## src/design/crc_link_cfg.svh

```systemverilog
`ifndef CRC_LINK_CFG_SVH
`define CRC_LINK_CFG_SVH

// Frame geometry.
`define FRAME_W        32
`define BIT_CNT_W      5
`define BIT_CNT_LAST   5'h1F

// Polynomial taps below the leading term (x^8 + x^5 + x^3 + x^2 + x + 1, x^4 + 1).
`define CRC8_POLY      8'h2F
`define CRC4_POLY      4'h1

// Seeds.
`define SEED_ALL_ONES  8'hFF
`define SEED_UPPER     4'hF
`define SEED_SEL_ZERO  4'h0

// Command and response field positions.
`define CMD_MSB        31
`define CMD_LSB        28
`define FIX_MSB        27
`define FIX_LSB        24
`define IDX_MSB        23
`define IDX_LSB        16
`define VAL_MSB        15
`define VAL_LSB        8
`define CRC8_MSB       7
`define CRC8_LSB       0
`define PAD4_MSB       7
`define PAD4_LSB       4
`define CRC4_MSB       3
`define CRC4_LSB       0
`define STAT_MSB       27
`define STAT_LSB       26

// Field values.
`define ERR_STATUS     2'h3
`define ERR_CMD        4'h0
`define ZERO_NIB       4'h0
`define ZERO_BYTE      8'h00
`define ZERO_FRAME     32'h0000_0000
`define RSVD_MASK_DEF  16'h0000

`endif

```

## src/design/crc_link_pkg.sv

```systemverilog
package crc_link_pkg;
  `include "crc_link_cfg.svh"

  typedef logic [`FRAME_W-1:0] frame_t;
  typedef logic [3:0]          nib_t;
  typedef logic [7:0]          byte_t;

  // Selected CRC width for one message.
  typedef enum logic {
    CRC_W8 = 1'b0,
    CRC_W4 = 1'b1
  } crc_width_t;

  // Seed preset into the shift register, into the low nibble only in 4-bit mode.
  function automatic byte_t seed_of(input crc_width_t width, input nib_t sel);
    byte_t s;
    s = `SEED_ALL_ONES;
    if (width == CRC_W4) begin
      s = {`ZERO_NIB, sel};
    end else if (sel != `SEED_SEL_ZERO) begin
      s = {`SEED_UPPER, sel};
    end
    return s;
  endfunction

  // Clears the CRC field so that shifting the frame appends the zero bits.
  function automatic frame_t clear_crc(input frame_t f, input crc_width_t width);
    frame_t r;
    r = f;
    if (width == CRC_W4) begin
      r[`CRC4_MSB:`CRC4_LSB] = `ZERO_NIB;
    end else begin
      r[`CRC8_MSB:`CRC8_LSB] = `ZERO_BYTE;
    end
    return r;
  endfunction

  // Places a remainder into the CRC field of the frame.
  function automatic frame_t put_crc(input frame_t f, input crc_width_t width, input byte_t c);
    frame_t r;
    r = f;
    if (width == CRC_W4) begin
      r[`CRC4_MSB:`CRC4_LSB] = c[3:0];
    end else begin
      r[`CRC8_MSB:`CRC8_LSB] = c;
    end
    return r;
  endfunction
endpackage

```

## src/design/crc_link_if.sv

```systemverilog
`timescale 1ns/100ps
`default_nettype none

// Word-level link between the host and the device: one command, one response.
interface crc_link_if;
  import crc_link_pkg::*;

  logic   cmd_valid;
  logic   cmd_ready;
  frame_t cmd_word;
  logic   rsp_valid;
  logic   rsp_ready;
  frame_t rsp_word;

  modport host (
    output cmd_valid, cmd_word, rsp_ready,
    input  cmd_ready, rsp_valid, rsp_word
  );

  modport dev (
    input  cmd_valid, cmd_word, rsp_ready,
    output cmd_ready, rsp_valid, rsp_word
  );
endinterface

`default_nettype wire

```

## src/design/crc_device_end.sv

```systemverilog
`timescale 1ns/100ps
`default_nettype none
`include "crc_link_cfg.svh"

// Overview of operation
// - Device checks CRC over all 32 command bits.
// - Bad command CRC: discard, send error response.
// - Check: seed, shift all bits, zero passes.
// - 8-bit polynomial x^8+x^5+x^3+x^2+x+1.
// - Seed FF, or F with select nibble.
// - Response CRC: seed, message, eight zeros.
// - Reserved commands answered with valid CRC.
// - 8-bit command field layout, fixed zeros.
// - Selectable 4-bit CRC on all messages.
// - Host places 4-bit register command fields.
// - Host zeros sensor command filler bits.
// - 4-bit polynomial x^4+1, seed is select.
// - 4-bit response CRC: four zeros appended.
module crc_device_end
  import crc_link_pkg::*;
#(
  parameter logic [15:0] RSVD_MASK = `RSVD_MASK_DEF // One bit per reserved command code.
)
(
  input  wire logic                 CLK_SYS_I,  // System clock, 20 MHz.
  input  wire logic                 RSTN_I,     // Synchronous reset, active low.
  crc_link_if.dev                   LINK,       // Link to the host end.
  input  wire logic                 CRC4_SEL_I, // Use the 4-bit CRC when high.
  input  wire crc_link_pkg::nib_t   SEED_SEL_I, // Seed select nibble.
  output logic                      CMD_VALID_O, // Good command pulse.
  output crc_link_pkg::nib_t        CMD_CODE_O,  // Command code.
  output crc_link_pkg::byte_t       CMD_INDEX_O, // Register index.
  output crc_link_pkg::byte_t       CMD_VALUE_O, // Register value.
  output logic                      CRC_ERR_O,   // Command CRC failure pulse.
  output logic                      RSVD_O,      // Reserved command pulse.
  output logic                      RSP_READY_O, // Response payload accepted.
  input  wire logic                 RSP_VALID_I, // Response payload valid.
  input  wire crc_link_pkg::frame_t RSP_WORD_I   // Response payload, CRC field ignored.
);
  import crc_link_pkg::*;

  typedef enum logic [4:0] {
    ST_IDLE  = 5'b00001,
    ST_CHECK = 5'b00010,
    ST_USER  = 5'b00100,
    ST_GEN   = 5'b01000,
    ST_SEND  = 5'b10000
  } dev_state_t;

  dev_state_t state_q;
  dev_state_t state_d;
  frame_t     cmd_q;
  frame_t     rsp_q;
  crc_width_t width_q;
  byte_t      seed_q;
  logic       eng_start_q;
  frame_t     eng_word_q;
  logic       eng_busy;
  logic       eng_done;
  byte_t      eng_rem;
  logic       crc_bad;
  logic       is_rsvd;
  logic       fix_bad;

  // A remainder of zero after shifting the message and its CRC means a good command.
  assign crc_bad = (width_q == CRC_W4) ? (eng_rem[3:0] != `ZERO_NIB)
                                       : (eng_rem != `ZERO_BYTE);

  // Fixed bits that must be zero; a violation is treated like a corrupted frame.
  assign fix_bad = (cmd_q[`FIX_MSB:`FIX_LSB] != `ZERO_NIB) ||
                   ((width_q == CRC_W4) &&
                    (cmd_q[`PAD4_MSB:`PAD4_LSB] != `ZERO_NIB));

  // Reserved codes are looked up in the mask parameter.
  assign is_rsvd = RSVD_MASK[cmd_q[`CMD_MSB:`CMD_LSB]];

  // Handshakes toward both sides come straight from the state.
  assign LINK.cmd_ready = (state_q == ST_IDLE);
  assign LINK.rsp_valid = (state_q == ST_SEND);
  assign LINK.rsp_word  = rsp_q;
  assign RSP_READY_O    = (state_q == ST_USER);

  // The shared engine checks commands and then generates the response CRC.
  crc_serial u_crc (
    .clk_i   (CLK_SYS_I),
    .rstn_i  (RSTN_I),
    .start_i (eng_start_q),
    .word_i  (eng_word_q),
    .width_i (width_q),
    .seed_i  (seed_q),
    .busy_o  (eng_busy),
    .done_o  (eng_done),
    .rem_o   (eng_rem)
  );

  // Next-state decode.
  always_comb begin
    state_d = state_q;
    case (state_q)
      ST_IDLE: begin
        if (LINK.cmd_valid) begin
          state_d = ST_CHECK;
        end
      end
      ST_CHECK: begin
        if (eng_done) begin
          if (crc_bad || fix_bad || is_rsvd) begin
            state_d = ST_GEN;
          end else begin
            state_d = ST_USER;
          end
        end
      end
      ST_USER: begin
        if (RSP_VALID_I) begin
          state_d = ST_GEN;
        end
      end
      ST_GEN: begin
        if (eng_done) begin
          state_d = ST_SEND;
        end
      end
      ST_SEND: begin
        if (LINK.rsp_ready) begin
          state_d = ST_IDLE;
        end
      end
      default: begin
        state_d = ST_IDLE;
      end
    endcase
  end

  // State register.
  always_ff @(posedge CLK_SYS_I) begin
    if (!RSTN_I) begin
      state_q <= ST_IDLE;
    end else begin
      state_q <= state_d;
    end
  end

  // Width and seed are frozen per exchange, so a mid-frame change cannot split a message.
  always_ff @(posedge CLK_SYS_I) begin
    if (!RSTN_I) begin
      width_q <= CRC_W8;
      seed_q  <= `SEED_ALL_ONES;
      cmd_q   <= `ZERO_FRAME;
    end else if ((state_q == ST_IDLE) && LINK.cmd_valid) begin
      width_q <= CRC4_SEL_I ? CRC_W4 : CRC_W8;
      seed_q  <= seed_of(CRC4_SEL_I ? CRC_W4 : CRC_W8, SEED_SEL_I);
      cmd_q   <= LINK.cmd_word;
    end
  end

  // Engine launches: the whole command with its CRC, then the response with a cleared CRC field.
  always_ff @(posedge CLK_SYS_I) begin
    if (!RSTN_I) begin
      eng_start_q <= 1'b0;
      eng_word_q  <= `ZERO_FRAME;
    end else begin
      eng_start_q <= 1'b0;
      if ((state_q == ST_IDLE) && LINK.cmd_valid) begin
        eng_start_q <= 1'b1;
        eng_word_q  <= LINK.cmd_word;
      end else if ((state_q == ST_CHECK) && (state_d == ST_GEN)) begin
        eng_start_q <= 1'b1;
        if (crc_bad || fix_bad) begin
          eng_word_q <= error_frame(width_q);
        end else begin
          eng_word_q <= `ZERO_FRAME;
        end
      end else if ((state_q == ST_USER) && RSP_VALID_I) begin
        eng_start_q <= 1'b1;
        eng_word_q  <= clear_crc(RSP_WORD_I, width_q);
      end
    end
  end

  // Response frame: payload latched at launch, CRC field filled when the engine is done.
  always_ff @(posedge CLK_SYS_I) begin
    if (!RSTN_I) begin
      rsp_q <= `ZERO_FRAME;
    end else if (eng_start_q && (state_q == ST_GEN)) begin
      rsp_q <= eng_word_q;
    end else if ((state_q == ST_GEN) && eng_done) begin
      rsp_q <= put_crc(rsp_q, width_q, eng_rem);
    end
  end

  // User command outputs; a failed or reserved command never reaches the user.
  always_ff @(posedge CLK_SYS_I) begin
    if (!RSTN_I) begin
      CMD_VALID_O <= 1'b0;
      CMD_CODE_O  <= `ZERO_NIB;
      CMD_INDEX_O <= `ZERO_BYTE;
      CMD_VALUE_O <= `ZERO_BYTE;
    end else begin
      CMD_VALID_O <= (state_q == ST_CHECK) && (state_d == ST_USER);
      if ((state_q == ST_CHECK) && (state_d == ST_USER)) begin
        CMD_CODE_O  <= cmd_q[`CMD_MSB:`CMD_LSB];
        CMD_INDEX_O <= cmd_q[`IDX_MSB:`IDX_LSB];
        CMD_VALUE_O <= cmd_q[`VAL_MSB:`VAL_LSB];
      end
    end
  end

  // Event pulses for the surrounding logic.
  always_ff @(posedge CLK_SYS_I) begin
    if (!RSTN_I) begin
      CRC_ERR_O <= 1'b0;
      RSVD_O    <= 1'b0;
    end else begin
      CRC_ERR_O <= (state_q == ST_CHECK) && eng_done && (crc_bad || fix_bad);
      RSVD_O    <= (state_q == ST_CHECK) && eng_done && !crc_bad && !fix_bad
                   && is_rsvd;
    end
  end

  // Error response body: zero command, error status, everything else zero.
  function automatic frame_t error_frame(input crc_width_t w);
    frame_t f;
    f = `ZERO_FRAME;
    f[`CMD_MSB:`CMD_LSB]   = `ERR_CMD;
    f[`STAT_MSB:`STAT_LSB] = `ERR_STATUS;
    return clear_crc(f, w);
  endfunction

  // The engine is never restarted while shifting; the busy flag is left unused here.
  logic unused_busy;
  assign unused_busy = eng_busy;
endmodule

`default_nettype wire

```

## src/design/crc_serial.sv

```systemverilog
`timescale 1ns/100ps
`default_nettype none
`include "crc_link_cfg.svh"

// Serial CRC engine: presets the seed, then shifts all 32 bits of a word, MSB first.
module crc_serial
  import crc_link_pkg::*;
(
  input  wire logic                    clk_i,   // System clock.
  input  wire logic                    rstn_i,  // Synchronous reset, active low.
  input  wire logic                    start_i, // Start pulse, word and settings sampled.
  input  wire crc_link_pkg::frame_t    word_i,  // Word to shift.
  input  wire crc_link_pkg::crc_width_t width_i, // CRC width.
  input  wire crc_link_pkg::byte_t     seed_i,  // Seed for the shift register.
  output logic                         busy_o,  // Shifting in progress.
  output logic                         done_o,  // One-cycle pulse, remainder valid.
  output crc_link_pkg::byte_t          rem_o    // Remainder, low nibble in 4-bit mode.
);
  import crc_link_pkg::*;

  frame_t                data_q;
  byte_t                 reg_q;
  crc_width_t            width_q;
  logic [`BIT_CNT_W-1:0] cnt_q;

  // One shift of the register with the next message bit entering at the bottom.
  function automatic byte_t crc_step(input byte_t r, input logic b, input crc_width_t w);
    byte_t n;
    if (w == CRC_W4) begin
      n = {`ZERO_NIB, r[2:0], b};
      if (r[3]) begin
        n[3:0] = n[3:0] ^ `CRC4_POLY;
      end
    end else begin
      n = {r[6:0], b};
      if (r[7]) begin
        n = n ^ `CRC8_POLY;
      end
    end
    return n;
  endfunction

  // Shift path; a start while busy restarts the word.
  always_ff @(posedge clk_i) begin
    if (!rstn_i) begin
      data_q  <= `ZERO_FRAME;
      reg_q   <= `ZERO_BYTE;
      width_q <= CRC_W8;
      cnt_q   <= '0;
      busy_o  <= 1'b0;
    end else if (start_i) begin
      data_q  <= word_i;
      reg_q   <= seed_i;
      width_q <= width_i;
      cnt_q   <= '0;
      busy_o  <= 1'b1;
    end else if (busy_o) begin
      reg_q  <= crc_step(reg_q, data_q[`FRAME_W-1], width_q);
      data_q <= {data_q[`FRAME_W-2:0], 1'b0};
      cnt_q  <= cnt_q + 1'b1;
      if (cnt_q == `BIT_CNT_LAST) begin
        busy_o <= 1'b0;
      end
    end
  end

  // Completion pulse follows the last shifted bit.
  always_ff @(posedge clk_i) begin
    if (!rstn_i) begin
      done_o <= 1'b0;
    end else begin
      done_o <= busy_o && !start_i && (cnt_q == `BIT_CNT_LAST);
    end
  end

  assign rem_o = reg_q;
endmodule

`default_nettype wire

```

## src/flat_wrapper.sv

```systemverilog
// flat-port wrapper written by rule: the top's interface ports become plain ports
module crc_device_end_flat import crc_link_pkg::*;
#(
  parameter logic [15:0] RSVD_MASK = `RSVD_MASK_DEF                                      
)
  (CLK_SYS_I, RSTN_I, CRC4_SEL_I, SEED_SEL_I, CMD_VALID_O, CMD_CODE_O, CMD_INDEX_O, CMD_VALUE_O, CRC_ERR_O, RSVD_O, RSP_READY_O, RSP_VALID_I, RSP_WORD_I, LINK_cmd_valid, LINK_cmd_word, LINK_rsp_ready, LINK_cmd_ready, LINK_rsp_valid, LINK_rsp_word);
  crc_link_if LINK_i ();
  input  wire logic CLK_SYS_I;
  input  wire logic RSTN_I;
  input  wire logic CRC4_SEL_I;
  input  wire crc_link_pkg::nib_t SEED_SEL_I;
  output logic CMD_VALID_O;
  output crc_link_pkg::nib_t CMD_CODE_O;
  output crc_link_pkg::byte_t CMD_INDEX_O;
  output crc_link_pkg::byte_t CMD_VALUE_O;
  output logic CRC_ERR_O;
  output logic RSVD_O;
  output logic RSP_READY_O;
  input  wire logic RSP_VALID_I;
  input  wire crc_link_pkg::frame_t RSP_WORD_I;
  input wire logic [$bits(LINK_i.cmd_valid)-1:0] LINK_cmd_valid;
  input wire logic [$bits(LINK_i.cmd_word)-1:0] LINK_cmd_word;
  input wire logic [$bits(LINK_i.rsp_ready)-1:0] LINK_rsp_ready;
  output wire logic [$bits(LINK_i.cmd_ready)-1:0] LINK_cmd_ready;
  output wire logic [$bits(LINK_i.rsp_valid)-1:0] LINK_rsp_valid;
  output wire logic [$bits(LINK_i.rsp_word)-1:0] LINK_rsp_word;
  assign LINK_i.cmd_valid = LINK_cmd_valid;
  assign LINK_i.cmd_word = LINK_cmd_word;
  assign LINK_i.rsp_ready = LINK_rsp_ready;
  assign LINK_cmd_ready = LINK_i.cmd_ready;
  assign LINK_rsp_valid = LINK_i.rsp_valid;
  assign LINK_rsp_word = LINK_i.rsp_word;
  crc_device_end #(.RSVD_MASK(RSVD_MASK)) u_core (.CLK_SYS_I(CLK_SYS_I), .RSTN_I(RSTN_I), .LINK(LINK_i), .CRC4_SEL_I(CRC4_SEL_I), .SEED_SEL_I(SEED_SEL_I), .CMD_VALID_O(CMD_VALID_O), .CMD_CODE_O(CMD_CODE_O), .CMD_INDEX_O(CMD_INDEX_O), .CMD_VALUE_O(CMD_VALUE_O), .CRC_ERR_O(CRC_ERR_O), .RSVD_O(RSVD_O), .RSP_READY_O(RSP_READY_O), .RSP_VALID_I(RSP_VALID_I), .RSP_WORD_I(RSP_WORD_I));
endmodule
```

## config.mk

```make
export PLATFORM = sky130hd
export DESIGN_NAME = crc_device_end_flat
export DESIGN_NICKNAME = d
export VERILOG_FILES = /design/src/design/crc_link_pkg.sv /design/src/design/crc_link_if.sv /design/src/design/crc_device_end.sv /design/src/design/crc_serial.sv /design/src/flat_wrapper.sv
export VERILOG_INCLUDE_DIRS = /design/src /design/src/design
export SDC_FILE = /design/constraint.sdc
export NUM_CORES = 1
export LEC_CHECK = 0
export ABC_AREA = 1
export BUFFER_PORTS_ARGS = -buffer_cell sky130_fd_sc_hd__buf_2
export CAP_MARGIN = 10
export CORE_UTILIZATION = 45
export DETAILED_ROUTE_END_ITERATION = 8
export PLACE_DENSITY = 0.67
export SLEW_MARGIN = 10
export SYNTH_ARGS = -nofsm -noshare
export SYNTH_HDL_FRONTEND = slang
export SYNTH_SLANG_ARGS = --single-unit
```

## constraint.sdc

```tcl
create_clock -name CLK_SYS_I -period 1.5 [get_ports CLK_SYS_I]
set_input_delay 0.15 -clock CLK_SYS_I [delete_from_list [all_inputs] [get_ports CLK_SYS_I]]
set_output_delay 0.15 -clock CLK_SYS_I [all_outputs]
set_load 0.1 [all_outputs]
```

==> qor.yml <==
outcome:
  status: "finished, violations left"
  violations: "setup timing"
floorplan:
  die_w_um: 130
  io_pins: 132
  initial_utilization: 0.463
  coreArea_sq_mm: 0.0159
  std_cell_rows: 46
  dieHeight_um: 130
  die-area_sq_mm: 0.0168
power_and_ir_drop:
  power.density_mw_per_mm2: 1130
  ir_worst_vdd_mv: 0.903
  p_total_uw: 11300
  p_leak_uw: 0.00470
cells_and_area:
  nets: 1290
  final_area_sq_mm: 0.0100
  layout.cells.non_filler: 1443
  drive_above_1_share: 0.279
  fin_util: 0.630
  area_growth_pct: 36.1
  num_antenna_cells: 0
clock_network:
  cts_buffers: 17
  clk_pin_slew_worst_paths_ns: 0.07
  cts.sink_count: 174
  htreeDepth: 4
  cts_buffer_depth: 2
  root_buffer: "clkbuf_16"
  clk_latency_ns: 0.44
  cts_tree: "built"
critical_path:
  critPathRequiredTime_ns: 1.35
  r2r-start: "u_core.u_crc.rem_o[1]"
  critPathKind: "flop to output pin"
  cp-start-kind: "flop"
  arrival_ns: 1.48
  cp_max_fo: 3
  rr_worst_depth: 10
  critPathCaptureType: "output pin"
  reg2reg_slack_ns: -0.11
  r2r-end: "u_core.eng_word_q[14]"
placed_design:
  gp_congestion: 0.850
  port_buffers: 126
  placed_cells: 1385
  pre_cts_ws_ns: -0.122
  placed_area_sq_mm: 0.00866
  dp_hpwl_um: 14600
sta:
  setup_violations: 58
  rsz0062_at_grt: "true"
  finalHoldViolations: 0
  max_freq_ghz: 0.615
  slew_violations: 0
  period_share: 1.08
  final.min_clock_period_ns: 1.63
  finClkSkew_ns: 0.0142
  final.setup.worst_slack_ns: -0.126
global_routing:
  antenna_found_initial: 0
  grt_pass1_wl_um: 33700
  track_usage: 0.261
  grt_max_degree: 55
  grt.overflow.total: 0
  grt_pass1_vias: 6853
yosys:
  synthCells: 1041
  avgSynthCellArea_sq_um: 7.06
  synth_area_leaders: "dfxtp_1, nand2_1, a21oi_1, nor2_1, inv_1"
  yosysTopAreaCell: "dfxtp_1"
  seq_area_frac_synth: 0.474
  yosys.area.top_type_share: 0.474
  ys_types: 33
  synth_area_sq_mm: 0.00735
  ys_warn_count: 0
  syn_nets: 1117
  ys_seq_elements: 174
routing:
  wl_um: 21800
  drt_iter0_drc: 519
  drc: 0
  wl_per_cell_um: 15.1
  num_vias: 7300
  ant_nets: 0
  viasPerCell: 5.06
  drt_pass1_iterations: 5
hold_path:
  min_to: "u_core.cmd_q[23]"
  hold_path_depth: 3
  hold_class: "input port to flop"
  min_from: "LINK_cmd_word[23]"
run:
  cap_violations: 0
==> worst max-delay path by stage <==
stage,startpoint,to
global placement,u_core.cmd_q[24],u_core.eng_word_q[27]
floorplan,u_core.state_q[1],u_core.eng_word_q[4]
global route,u_core.u_crc.rem_o[1],u_core.eng_word_q[13]
detailed placement,u_core.cmd_q[24],u_core.eng_word_q[27]
CTS,u_core.state_q[0],LINK_rsp_valid
finish,u_core.state_q[0],RSP_READY_O
==> worst max-delay path, cell delays in order, from the launching register on <==
cell and delay (ns):
dfxtp_2 0.34, buf_6 0.12, nor2_4 0.11, nand2_2 0.08, nor2_4 0.11, buf_6 0.12
buf_12 0.16
==> report_power, final <==
group	switching (uW)	internal (uW)	total, uW
combinational	1020	727	1750
sequential	171	4850	5020
clock	2140	2410	4550
total	3330	7990	11300
==> cells in the final DEF (no fill, tap or decap), types with 14 or more instances in the layout <==
cell / instances
a21oi_1: 88
a22oi_1: 14
buf_12: 17
buf_2: 123
buf_4: 55
clkbuf_16: 20
dfxtp_1: 165
dlygate4sd3_1: 15
inv_1: 88
nand2_1: 269
nand2_2: 16
nand3_1: 27
nand4_1: 29
nor2_1: 101
nor2_2: 14
o21ai_0: 42
==> routing by layer <==
metal / track usage / share of wire / vias up
met5: 0 / 0 / -
met4: 0.0992 / 0.020 / 0
met3: 0.0508 / 0.049 / 33
met2: 0.458 / 0.49 / 206
met1: 0.316 / 0.44 / 3375
li1: - / - / 3686
==> cell usage after synthesis <==
library cell and instances:
buf_2 36, a22oi_1 14, nor3b_1 1, nand2_2 2
a21oi_1 93, conb_1 1, a211oi_1 1, nand2_1 290
a221oi_1 1, or2_2 1, inv_2 4, o22ai_1 9
o21ai_0 64, nand4_1 29, dfxtp_1 174, xor2_1 5
a21o_1 1, nand3_1 36, nand4_2 1, buf_6 2
buf_1 5, ha_1 2, nor2_4 1, inv_1 95
nor2_2 5, nor3_1 8, a31oi_1 6, nor2_1 122
buf_4 6, o221ai_1 2, clkbuf_1 22, o21a_1 1
a31o_2 1
==> state kept, by name (all words and copies together), names as in the netlist, 5 cells and up <==
name and cells:
u_core.cmd_q 28, u_core.LINK.rsp_word 32, u_core.u_crc.data_q 32, u_core.CMD_INDEX_O 8
u_core.CMD_VALUE_O 8, u_core.seed_q 5, u_core.u_crc.cnt_q 5, u_core.state_q 5
u_core.u_crc.rem_o 8, u_core.eng_word_q 32
==> stage by stage <==
| step | hold slack [ns] | setup TNS, ns |
|---|---|---|
| 4_1_cts | 0.000551 | -1.21 |
| 6_report | 0.0112 | -2.56 |
| 2_1_floorplan | 0.283 | -8.03 |
| 5_1_grt | 0.00852 | -9.98 |
| 3_5_place_dp | 0.403 | -2.43 |
| 3_3_place_gp | 0.397 | -1.59 |
==> cells by family (layout without fill, tap and decap cells) <==
| kind of cell | after synthesis | in the layout | synth area share |
|---|---|---|---|
| xor gates and xnor gates | 5 | 5 | 0.00596 |
| AOI/OAI and AO/OA | 193 | 193 | 0.142 |
| adders and majority gates | 2 | 2 | 0.00340 |
| DFF | 174 | 174 | 0.474 |
| other | 1 | 1 | 0.000510 |
| buffers and inverters | 170 | 356 | 0.0981 |
| and+or+nand+nor | 496 | 496 | 0.276 |
==> cell type report <==
cell class | count | area (sq um)
multi-input cells | 697 | 3490
clock buffers | 17 | 425
inverters | 99 | 387
clock inverters | 15 | 194
well taps | 216 | 270
fillers | 1443 | 5880
flip-flops and latches | 174 | 3490
repair buffers | 225 | 1740
==> repair_timing <==
action / CTS / global route
pin swaps: 4 / 35
gates resized for setup: 31 / 111
endpoints found under the hold margin: 16 / 0
hold buffers: 15 / 0
setup endpoints to repair: 68 / 115
buffers inserted: 2 / 7
cloned: 0 / 4
Power figures use the tool's default switching activity.
